[src/io_board_consts.vh]
// Constants for the internal I/O board control block
// Overview of operation
// - Configuration words go out serially on one shared clock and data pair.
// - All targets are configured after power-up and on channel or level change.
// - Attenuator load strobe makes the step attenuator capture shifted bits.
// - Synthesizer load strobe makes the increment synthesizer capture the word.
// - First oscillator strobe loads the word into the 10.8215 MHz oscillator.
// - Second oscillator strobe loads the word into the 81.7 MHz oscillator.
// - Keypad inputs are debounced, then the keypad interrupt is raised if any key line is active.
// - Three analog inputs are digitised for the host to read.
// - Display uses 256k by 16 frame memory with controller and drive control.
// - Display drive voltage is never enabled without active display logic signals.
// - Drive voltage is on only while the row latch pulse toggles.
// - Printer port raises its own interrupt when printer signals are present.
// - A host-written 12-bit code drives the transmit level converter.
// - A host-written 8-bit code drives the reference tuning converter.
`ifndef IO_BOARD_CONSTS_VH
`define IO_BOARD_CONSTS_VH
`define SER_WORD_BITS 24
`define SER_CLK_DIV 8
`define TGT_ATTEN 2'h0
`define TGT_SYNTH 2'h1
`define TGT_FINE_OSC 2'h2
`define TGT_SECOND_LO 2'h3
`define KEY_LINES 8
`define KEY_SAMPLE_DIV 1000
`define KEY_STABLE_SAMPLES 16
`define LP_TIMEOUT_NS 100000
`define CLK_PERIOD_NS 4
`define LP_TIMEOUT_CYC (`LP_TIMEOUT_NS / `CLK_PERIOD_NS)
`define FIFO_DEPTH 8
`define TXLVL_BITS 12
`define REFTUNE_BITS 8
`define ADC_BITS 10
`define ADC_CHANNELS 3
`define FRAME_ADDR_BITS 18
`define FRAME_DATA_BITS 16
`endif

[src/cfg_fifo.v]
// Small synchronous FIFO for serial configuration requests
`timescale 1ns/1ps
`default_nettype none
module cfg_fifo #(
    parameter WIDTH = 26,
    parameter DEPTH = 8,
    parameter AW = 3
) (
    input wire clk_sys,
    input wire rst_n,
    input wire in_valid,
    output wire in_ready,
    input wire [WIDTH-1:0] in_data,
    output wire out_valid,
    input wire out_ready,
    output wire [WIDTH-1:0] out_data
);
    reg [WIDTH-1:0] mem [0:DEPTH-1];
    reg [AW:0] wr_ptr;
    reg [AW:0] rd_ptr;
    wire full = (wr_ptr[AW] != rd_ptr[AW]) && (wr_ptr[AW-1:0] == rd_ptr[AW-1:0]);
    wire empty = (wr_ptr == rd_ptr);
    assign in_ready = !full;
    assign out_valid = !empty;
    assign out_data = mem[rd_ptr[AW-1:0]];
    always @(posedge clk_sys) begin
        if (in_valid && !full)
            mem[wr_ptr[AW-1:0]] <= in_data;
    end
    always @(posedge clk_sys or negedge rst_n) begin
        if (!rst_n) begin
            wr_ptr <= {(AW+1){1'b0}};
            rd_ptr <= {(AW+1){1'b0}};
        end else begin
            if (in_valid && !full)
                wr_ptr <= wr_ptr + 1'b1;
            if (out_ready && !empty)
                rd_ptr <= rd_ptr + 1'b1;
        end
    end
endmodule // cfg_fifo
`default_nettype wire

[src/io_board_ctrl.v]
// Board I/O control: serial configuration, keypad, ADC, display gating, printer irq, DACs
`timescale 1ns/1ps
`default_nettype none
`include "io_board_consts.vh"
module io_board_ctrl #(
    parameter WORD_BITS = `SER_WORD_BITS,
    parameter CLK_DIV = `SER_CLK_DIV,
    parameter KEY_LINES = `KEY_LINES,
    parameter KEY_SAMPLE_DIV = `KEY_SAMPLE_DIV,
    parameter KEY_STABLE = `KEY_STABLE_SAMPLES,
    parameter LP_TIMEOUT = `LP_TIMEOUT_CYC,
    parameter ADC_BITS = `ADC_BITS
) (
    input wire clk_sys,
    input wire reset_n,
    input wire cfg_valid,
    output wire cfg_ready,
    input wire [1:0] cfg_target,
    input wire [WORD_BITS-1:0] cfg_word,
    input wire cfg_refresh,
    input wire [WORD_BITS-1:0] init_atten_word,
    input wire [WORD_BITS-1:0] init_synth_word,
    input wire [WORD_BITS-1:0] init_fine_word,
    input wire [WORD_BITS-1:0] init_second_word,
    output reg cfg_busy,
    output reg ser_clock,
    output reg ser_data,
    output reg attenuator_load_strobe,
    output reg synth_load_strobe,
    output reg fine_osc_load_strobe,
    output reg second_lo_load_strobe,
    input wire [KEY_LINES-1:0] key_rows,
    input wire [KEY_LINES-1:0] key_cols,
    output reg [KEY_LINES-1:0] key_row_data,
    output reg [KEY_LINES-1:0] key_col_data,
    output reg keypad_irq_line,
    input wire keypad_irq_ack,
    input wire [1:0] adc_select,
    input wire adc_start,
    input wire [ADC_BITS-1:0] adc_sample,
    output reg [1:0] adc_mux,
    output reg [ADC_BITS-1:0] adc_rssi,
    output reg [ADC_BITS-1:0] adc_temperature,
    output reg [ADC_BITS-1:0] adc_aux,
    output reg adc_done,
    input wire display_logic_on,
    input wire row_latch_pulse,
    output reg display_drive_enable,
    input wire printer_signals_present,
    output reg printer_irq_line,
    input wire tx_level_write,
    input wire [`TXLVL_BITS-1:0] tx_level_in,
    output reg [`TXLVL_BITS-1:0] tx_level_code,
    input wire ref_tune_write,
    input wire [`REFTUNE_BITS-1:0] ref_tune_in,
    output reg [`REFTUNE_BITS-1:0] ref_tune_code
);
    reg rst_meta, rst_n;
    always @(posedge clk_sys or negedge reset_n) begin
        if (!reset_n) begin
            rst_meta <= 1'b0;
            rst_n <= 1'b0;
        end else begin
            rst_meta <= 1'b1;
            rst_n <= rst_meta;
        end
    end

    // Power-up sequencer feeds the four initial words through the same FIFO
    reg [2:0] init_idx;
    reg init_active;
    reg [1:0] init_tgt;
    reg [WORD_BITS-1:0] init_word;
    always @* begin
        init_tgt = init_idx[1:0];
        case (init_idx[1:0])
            `TGT_ATTEN: init_word = init_atten_word;
            `TGT_SYNTH: init_word = init_synth_word;
            `TGT_FINE_OSC: init_word = init_fine_word;
            default: init_word = init_second_word;
        endcase
    end
    wire fifo_in_ready;
    wire fifo_in_valid = init_active ? 1'b1 : cfg_valid;
    wire [WORD_BITS+1:0] fifo_in_data = init_active ? {init_tgt, init_word} : {cfg_target, cfg_word};
    assign cfg_ready = fifo_in_ready && !init_active;
    always @(posedge clk_sys or negedge rst_n) begin
        if (!rst_n) begin
            init_active <= 1'b1;
            init_idx <= 3'h0;
        end else if (init_active) begin
            if (fifo_in_ready) begin
                init_idx <= init_idx + 3'h1;
                if (init_idx == 3'h3)
                    init_active <= 1'b0;
            end
        end else if (cfg_refresh) begin
            init_active <= 1'b1;
            init_idx <= 3'h0;
        end
    end

    wire fifo_out_valid;
    reg fifo_out_ready;
    wire [WORD_BITS+1:0] fifo_out_data;
    cfg_fifo #(.WIDTH(WORD_BITS+2), .DEPTH(`FIFO_DEPTH), .AW(3)) u_fifo (
        .clk_sys(clk_sys),
        .rst_n(rst_n),
        .in_valid(fifo_in_valid),
        .in_ready(fifo_in_ready),
        .in_data(fifo_in_data),
        .out_valid(fifo_out_valid),
        .out_ready(fifo_out_ready),
        .out_data(fifo_out_data)
    );

    // Serial shifter; data changes on falling clock, targets sample on rising
    localparam S_IDLE = 2'h0;
    localparam S_SHIFT = 2'h1;
    localparam S_LOAD = 2'h2;
    localparam S_GAP = 2'h3;
    reg [1:0] state;
    reg [WORD_BITS-1:0] shreg;
    reg [1:0] cur_tgt;
    reg [7:0] bit_cnt;
    reg [7:0] div_cnt;
    wire tick = (div_cnt == CLK_DIV[7:0] - 8'h1);
    always @* begin
        fifo_out_ready = (state == S_IDLE);
    end
    always @(posedge clk_sys or negedge rst_n) begin
        if (!rst_n) begin
            state <= S_IDLE;
            shreg <= {WORD_BITS{1'b0}};
            cur_tgt <= 2'h0;
            bit_cnt <= 8'h00;
            div_cnt <= 8'h00;
            cfg_busy <= 1'b0;
            ser_clock <= 1'b0;
            ser_data <= 1'b0;
            attenuator_load_strobe <= 1'b0;
            synth_load_strobe <= 1'b0;
            fine_osc_load_strobe <= 1'b0;
            second_lo_load_strobe <= 1'b0;
        end else begin
            div_cnt <= (state == S_IDLE || tick) ? 8'h00 : div_cnt + 8'h01;
            case (state)
                S_IDLE: begin
                    cfg_busy <= 1'b0;
                    if (fifo_out_valid) begin
                        cur_tgt <= fifo_out_data[WORD_BITS+1:WORD_BITS];
                        shreg <= fifo_out_data[WORD_BITS-1:0];
                        ser_data <= fifo_out_data[WORD_BITS-1];
                        bit_cnt <= 8'h00;
                        cfg_busy <= 1'b1;
                        state <= S_SHIFT;
                    end
                end
                S_SHIFT: if (tick) begin
                    ser_clock <= !ser_clock;
                    if (ser_clock) begin
                        if (bit_cnt == WORD_BITS[7:0] - 8'h1) begin
                            state <= S_LOAD;
                        end else begin
                            bit_cnt <= bit_cnt + 8'h01;
                            shreg <= {shreg[WORD_BITS-2:0], 1'b0};
                            ser_data <= shreg[WORD_BITS-2];
                        end
                    end
                end
                S_LOAD: if (tick) begin
                    attenuator_load_strobe <= (cur_tgt == `TGT_ATTEN);
                    synth_load_strobe <= (cur_tgt == `TGT_SYNTH);
                    fine_osc_load_strobe <= (cur_tgt == `TGT_FINE_OSC);
                    second_lo_load_strobe <= (cur_tgt == `TGT_SECOND_LO);
                    state <= S_GAP;
                end
                S_GAP: if (tick) begin
                    attenuator_load_strobe <= 1'b0;
                    synth_load_strobe <= 1'b0;
                    fine_osc_load_strobe <= 1'b0;
                    second_lo_load_strobe <= 1'b0;
                    ser_data <= 1'b0;
                    state <= S_IDLE;
                end
                default: state <= S_IDLE;
            endcase
        end
    end

    // Keypad: synchronise every line, then debounce on slow sample enable
    reg [2*KEY_LINES-1:0] key_meta, key_sync, key_cand;
    reg [15:0] key_div;
    reg [7:0] stable_cnt;
    wire key_tick = (key_div == KEY_SAMPLE_DIV[15:0] - 16'h1);
    always @(posedge clk_sys or negedge rst_n) begin
        if (!rst_n) begin
            key_meta <= {2*KEY_LINES{1'b0}};
            key_sync <= {2*KEY_LINES{1'b0}};
            key_cand <= {2*KEY_LINES{1'b0}};
            key_div <= 16'h0000;
            stable_cnt <= 8'h00;
            key_row_data <= {KEY_LINES{1'b0}};
            key_col_data <= {KEY_LINES{1'b0}};
            keypad_irq_line <= 1'b0;
        end else begin
            key_meta <= {key_rows, key_cols};
            key_sync <= key_meta;
            key_div <= key_tick ? 16'h0000 : key_div + 16'h0001;
            if (key_tick) begin
                if (key_sync != key_cand) begin
                    key_cand <= key_sync;
                    stable_cnt <= 8'h00;
                end else if (stable_cnt < KEY_STABLE[7:0]) begin
                    stable_cnt <= stable_cnt + 8'h01;
                end
            end
            if (key_tick && key_sync == key_cand && stable_cnt == KEY_STABLE[7:0] - 8'h1) begin
                key_row_data <= key_cand[2*KEY_LINES-1:KEY_LINES];
                key_col_data <= key_cand[KEY_LINES-1:0];
                if (|key_cand)
                    keypad_irq_line <= 1'b1;
            end else if (keypad_irq_ack) begin
                keypad_irq_line <= 1'b0;
            end
        end
    end

    reg adc_busy;
    always @(posedge clk_sys or negedge rst_n) begin
        if (!rst_n) begin
            adc_mux <= 2'h0;
            adc_busy <= 1'b0;
            adc_done <= 1'b0;
            adc_rssi <= {ADC_BITS{1'b0}};
            adc_temperature <= {ADC_BITS{1'b0}};
            adc_aux <= {ADC_BITS{1'b0}};
        end else begin
            adc_done <= 1'b0;
            if (adc_start && !adc_busy) begin
                adc_mux <= adc_select;
                adc_busy <= 1'b1;
            end else if (adc_busy) begin
                adc_busy <= 1'b0;
                adc_done <= 1'b1;
                case (adc_mux)
                    2'h0: adc_rssi <= adc_sample;
                    2'h1: adc_temperature <= adc_sample;
                    default: adc_aux <= adc_sample;
                endcase
            end
        end
    end

    // Display drive gating; frame memory itself sits outside this block
    reg [2:0] lp_sync;
    reg [1:0] logic_sync;
    reg [23:0] lp_idle;
    always @(posedge clk_sys or negedge rst_n) begin
        if (!rst_n) begin
            lp_sync <= 3'h0;
            logic_sync <= 2'h0;
            // Start as if stopped: drive waits for a real pulse edge
            lp_idle <= LP_TIMEOUT[23:0];
            display_drive_enable <= 1'b0;
        end else begin
            lp_sync <= {lp_sync[1:0], row_latch_pulse};
            logic_sync <= {logic_sync[0], display_logic_on};
            if (lp_sync[2] != lp_sync[1])
                lp_idle <= 24'h00_0000;
            else if (lp_idle != LP_TIMEOUT[23:0])
                lp_idle <= lp_idle + 24'h00_0001;
            display_drive_enable <= logic_sync[1] && (lp_idle != LP_TIMEOUT[23:0]);
        end
    end

    reg [1:0] prn_sync;
    always @(posedge clk_sys or negedge rst_n) begin
        if (!rst_n) begin
            prn_sync <= 2'h0;
            printer_irq_line <= 1'b0;
            tx_level_code <= 12'h000;
            ref_tune_code <= 8'h00;
        end else begin
            prn_sync <= {prn_sync[0], printer_signals_present};
            printer_irq_line <= prn_sync[1];
            if (tx_level_write)
                tx_level_code <= tx_level_in;
            if (ref_tune_write)
                ref_tune_code <= ref_tune_in;
        end
    end
endmodule // io_board_ctrl
`default_nettype wire

[config.mk]
export PLATFORM = sky130hd
export DESIGN_NAME = io_board_ctrl
export DESIGN_NICKNAME = d
export VERILOG_FILES = /design/src/cfg_fifo.v /design/src/io_board_ctrl.v
export VERILOG_INCLUDE_DIRS = /design/src
export SDC_FILE = /design/constraint.sdc
export NUM_CORES = 1
export LEC_CHECK = 0
export BUFFER_PORTS_ARGS = -buffer_cell sky130_fd_sc_hd__buf_4
export CORE_MARGIN = 2
export CORE_UTILIZATION = 62
export DETAILED_ROUTE_END_ITERATION = 16
export HOLD_SLACK_MARGIN = 0.1
export PLACE_DENSITY = 0.85
export SYNTH_ARGS = -nofsm -noshare
export SYNTH_HDL_FRONTEND = slang
export SYNTH_SLANG_ARGS = --single-unit
export TNS_END_PERCENT = 100
[constraint.sdc]
create_clock -name clk_sys -period 17.2 [get_ports clk_sys]
set_clock_uncertainty 0.1 [all_clocks]
set_input_delay 0.86 -clock clk_sys [delete_from_list [all_inputs] [get_ports clk_sys]]
set_output_delay 0.86 -clock clk_sys [all_outputs]
set_load 0.05 [all_outputs]
After elaboration in Yosys (flattened, before gate mapping)
Memory sizes are Yosys's and may differ from the RTL's.
Cells that the tools add are included.
- register bits after elaboration: 240
- bits in writable memories: 208
- word-level logic and storage cells: 179
- memories: 1
- memories (memory ; depth ; bits a word ; rd ports ; clocked after memory_dff ; write ports ; RTL line ; RTL):
    u_fifo.mem ; 8 ; 26 ; 1 ; 0 ; 1 ; cfg_fifo.v:18 ; reg [WIDTH-1:0] mem [0:DEPTH-1];
- add/sub/neg operators: 8
- order comparisons: 1
- equal/unequal tests: 30
- multiplexer cells: 56
- bitwise gates (word level): 3
- reduce and logical (&&, ||, !) cells: 40
- operators by type and width (kind ; number):
    23-bit 2-to-1 mux ; 4
    24-bit case mux with 3 select lines ; 1
    8-bit 2-to-1 mux ; 7
    24-bit 2-to-1 mux ; 2
    23-bit case mux with 2 select lines ; 1
    26-bit 2-to-1 mux ; 1
    24-bit by 1-bit adder with 24-bit output (second input constant) ; 1
    8-bit by 1-bit adder with 8-bit output (second input constant) ; 3
    24-bit by 15-bit != test with 1-bit output (second input constant) ; 1
    1-bit 2-to-1 mux ; 23
    16-bit by 1-bit adder with 16-bit output (second input constant) ; 1
    16-bit by 10-bit == test with 1-bit output (second input constant) ; 1
    16-bit == test ; 1
    16-bit 2-to-1 mux ; 1
    16-bit != test ; 1
    2-bit != test (second input constant) ; 8
    8-bit case mux with 2 select lines ; 1
    16-bit OR reduction ; 1
    2-bit 2-to-1 mux ; 6
    2-bit AND reduction ; 6
    3-bit AND reduction ; 4
    6-bit AND reduction ; 2
    2-bit nonzero test ; 6
    2-bit == test (second input constant) ; 5
    other kinds (24) ; 50

Depth between registers and ports, before layout
- word-level depth: 6
- depth in mapped cells: 10
- mapped depth without buffers: 7

Modules after synthesis
A second synthesis with hierarchy kept.
- cell total of the unflattened synthesis: 1211
- area total of the unflattened synthesis: 18841.8 µm²
- modules (own cells, without submodules) (module ; instances ; cells an instance ; area an instance (µm²)):
    io_board_ctrl ; 1 ; 853 ; 10445.0
    cfg_fifo ; 1 ; 358 ; 8396.8

Worst setup path before layout
No wires, ideal clock.
- path kind: reg-to-reg
- from: register u_fifo.wr_ptr[0]
- to: memory u_fifo.mem[0][0], enable pin
- arrival: 3.188 ns
- required time: 16.658 ns
- path slack: 13.471 ns
- stages on the path, launching flop included: 7
- path buffers: 1
- period minus slack after synthesis: 3.729 ns
- cells stage by stage: dfrtp_1 clkbuf_1 xnor2_1 nand4_1 o21ai_0 or2_2 nor3_1
- longest elaborated chain between the ends: 6
- ends and longest elaborated chain (item ; RTL line ; RTL):
    start: declaration ; cfg_fifo.v:19 ; reg [AW:0] wr_ptr;
    start signal: assignment ; cfg_fifo.v:32 ; wr_ptr <= {(AW+1){1'b0}};
    start signal: assignment ; cfg_fifo.v:36 ; wr_ptr <= wr_ptr + 1'b1;
    3-bit == test ; cfg_fifo.v:21 ; wire full = (wr_ptr[AW] != rd_ptr[AW]) && (wr_ptr[AW-1:0] == rd_ptr[AW-1:0]);
    1-bit logical AND ; cfg_fifo.v:21 ;
    1-bit zero test ; cfg_fifo.v:27 ; if (in_valid && !full)
    1-bit logical AND ; cfg_fifo.v:27 ;
    1-bit 2-to-1 mux ; cfg_fifo.v:27 ;
    1-bit 2-to-1 mux (not written as such) ; cfg_fifo.v:28 ; mem[wr_ptr[AW-1:0]] <= in_data;
    end: declaration ; cfg_fifo.v:18 ;
Several ways; a longest one is shown, not always the timed one.

Final worst setup path
- from: register u_fifo.rd_ptr[2]
- to: output port cfg_ready
- longest elaborated chain between the ends: 4
- ends and longest elaborated chain (item ; RTL line ; RTL):
    start: declaration ; cfg_fifo.v:20 ; reg [AW:0] rd_ptr;
    start signal: assignment ; cfg_fifo.v:33 ; rd_ptr <= {(AW+1){1'b0}};
    start signal: assignment ; cfg_fifo.v:38 ; rd_ptr <= rd_ptr + 1'b1;
    3-bit == test ; cfg_fifo.v:21 ;
    1-bit logical AND ; cfg_fifo.v:21 ;
    1-bit zero test ; cfg_fifo.v:23 ; assign in_ready = !full;
    1-bit logical AND ; io_board_ctrl.v:86 ; assign cfg_ready = fifo_in_ready && !init_active;
    end: declaration ; io_board_ctrl.v:17 ; output wire cfg_ready,
Every way passes these cells.

==> flow_summary.json <==
{
  "status": "finished clean",
  "first_iter_violations": 1012,
  "worst_setup_path_end_kind": "output pin",
  "final_nets": 1681,
  "htreeDepth": 2,
  "syn_to_final_growth_pct": 20.27,
  "path_class": "flip-flop to output pin",
  "track_usage": 0.2570,
  "synth_compound_area_frac": 0.03910,
  "hold_class": "flip-flop to flip-flop",
  "syn_inst": 1217,
  "clk_path_buf_depth": 3,
  "yosys.area_share.simple": 0.07638,
  "postCtsResizedCells": 0,
  "pin_count": 261,
  "clock.fmax_mhz": 297.1,
  "drive_gt1_frac": 0.3650,
  "slew_violations": 0,
  "async_flop_share": 0.5357,
  "drv_cap": 0,
  "cp_max_fo": 53,
  "grt_max_degree": 185,
  "synth-xor-area-share": 0.03245,
  "dieArea_um2": 31440,
  "worstRegToRegCells": 4,
  "rrSetupSlack_ns": 13.98,
  "post_cts_buffers": 0,
  "cts_tree": "yes",
  "dp_hpwl_mm": 25.75,
  "routed_via_density": 5.923,
  "grt_pass1_wl_mm": 62.49,
  "ys_seq_area_frac": 0.6583,
  "ys.flop_type": "dfrtp_1",
  "layout_commonest_cell": "buf_4",
  "dieHeight_um": 177.3,
  "synth_top_family_by_area": "multiplexers",
  "worstMarginPinSlew_ns": 1.079,
  "grt-ovfl-total": 0,
  "synth_cell_type_count": 63,
  "syn_area_per_cell_um2": 15.30,
  "synth.area.mux_share": 0.1634,
  "path_clk_slew_ns": 0.06,
  "fin_area_um2": 22400,
  "wl_mm": 39.68,
  "synth_area_leaders": "edfxtp_1 34%, dfrtp_1 31%, mux2_2 7.7%",
  "synth_seq_cells": 448,
  "routedWlPerCell_um": 20.83,
  "ir_drop_v": 0.0001204,
  "cts_root_buf": "clkbuf_16",
  "cp-start-kind": "flip-flop",
  "yosys.area.top_type": "edfxtp_1",
  "vias": 11280,
  "setup_viol_count_final": 0,
  "fin_crit_sh": 0.1957,
  "clk_latency_ns": 0.54,
  "rr_endpoint": "key_cand[15]$_DFFE_PN0P_",
  "r2r_start": "key_div[3]$_DFF_PN0_",
  "fin_setup_tns_ns": 0,
  "maxSlewHeadroom": 0.2809,
  "route.detailed.drc": 0,
  "p_leak_nw": 9.248,
  "period_needed_ns": 3.366,
  "hold_start": "key_meta[14]$_DFF_PN0_",
  "cts_buffers": 43,
  "die_x_um": 177.3,
  "antenna_cells": 0,
  "worstPathRequired_ns": 16.24,
  "antenna_left": 0,
  "antenna_found_initial": 0,
  "holdPathEnd": "key_sync[14]$_DFF_PN0_",
  "hold_depth": 0,
  "synth_area_um2": 18630,
  "routabilityCongestion": 0.8250,
  "synthesis.nets": 1417,
  "fillers": 1737,
  "critPathLaunch": "u_fifo.rd_ptr[2]$_DFFE_PN0P_",
  "start_util": 0.6284,
  "drtPass1Iterations": 6,
  "dpl_cell_area_um2": 20970,
  "mostFrequentLayoutCells": "275 x buf_4, 230 x dfrtp_1, 208 x edfxtp_1, 127 x mux2_2, 85 x nand2_1",
  "first_global_vias": 11820,
  "synth_edf_count": 208,
  "rows": 63,
  "arrival_ns": 2.41,
  "pwr_density_cell_nw_per_um2": 147.7,
  "hold_viol": 0,
  "core_um2": 29640,
  "synthAdderAreaFrac": 0.01276,
  "rsz0062_at_grt": "no",
  "synth_top_area_frac": 0.3353,
  "port_buffers": 260,
  "cts_sinks": 448,
  "synth_warnings": 0
}
## cell families after synthesis
| kind of cell | Yosys count |
|---|---|
| adders and majority gates | 19 |
| buffers and inverters | 73 |
| and+or+nand+nor | 276 |
| AOI/OAI and AO/OA | 111 |
| xor gates and xnor gates | 69 |
| DFF | 448 |
| muxes | 220 |
| other | 1 |
## Yosys cell counts (19+ instances only)
library cell	instances
a222oi_1	24
clkbuf_1	39
dfrtp_1	233
edfxtp_1	208
ha_1	19
mux2_2	127
mux2i_1	33
mux4_2	51
nand2_1	85
nand3_1	31
nor2_1	54
o21ai_0	62
xnor2_1	38
xor2_1	31
## critical path, stage by stage, from the launching register on
cell and delay (ns):
dfrtp_2 0.35, buf_4 0.60, xnor2_1 0.22, nand4_1 0.26, nor2b_1 0.22, buf_4 0.22
## how the worst max path moves through the flow
stage	endpoint	slack, ns
after detailed placement	key_cand[15]$_DFFE_PN0P_	13.99
after floorplan	adc_aux[0]$_DFFE_PN0P_	9.93
after global placement	key_cand[0]$_DFFE_PN0P_	14.04
after CTS	cfg_ready	13.80
after global routing	cfg_ready	13.67
final	cfg_ready	13.83
## registers in the layout (all words and copies together) (netlist names), 3 cells and up
signal and cells:
adc_temperature 10, key_col_data 8, shreg 23, bit_cnt 8, key_meta 16, u_fifo.rd_ptr 4, div_cnt 8, key_row_data 8
stable_cnt 8, key_sync 16, adc_aux 10, key_div 16, ref_tune_code 8, lp_idle 24, u_fifo.wr_ptr 4, init_idx 3
lp_sync 3, key_cand 16, u_fifo.mem 208, tx_level_code 12, adc_rssi 10
## through the flow
stage,std cells,hold slack (ns),worst slack (ns),util,power [mW]
after floorplan,1217,0.2312,9.929,-,2.075
after global placement,1825,0.2329,14.04,0.7074,2.322
after detailed placement,1825,0.2347,13.99,0.7074,2.368
after CTS,1905,0.2489,13.80,0.7558,3.325
after global routing,1905,0.2566,13.67,0.7558,3.443
final,1905,0.2473,13.83,0.7558,3.309
## area by class of cell
cell class	instances	area (um^2)	area share
sequential	448	12270	0.5477
multi-input combinational	696	6068	0.2709
timing repair buffer	277	2095	0.09350
clock buffer	63	1232	0.05502
tap	390	488.0	0.02178
clock inverter	16	192.7	0.008601
inverter	15	56.30	0.002513
## report_power, final
group / leakage [nW] / switching, mW / internal [mW] / total [mW]
Combinational: 3.60 / 0.504 / 0.272 / 0.776
Clock: 0.695 / 0.384 / 0.558 / 0.942
Sequential: 4.96 / 0.0995 / 1.49 / 1.59
## metal layers
layer  global-route usage  share of wire
met5                    0              0
met4              0.09255          0.035
met3              0.04263          0.059
met2               0.4410           0.51
met1               0.3343           0.39
## what timing repair did
action,4_1_cts,5_1_grt
hold endpoints to repair,2,0
hold buffers,1,0
endpoints found under the setup margin,0,0
(Power assumes the default switching activity.)
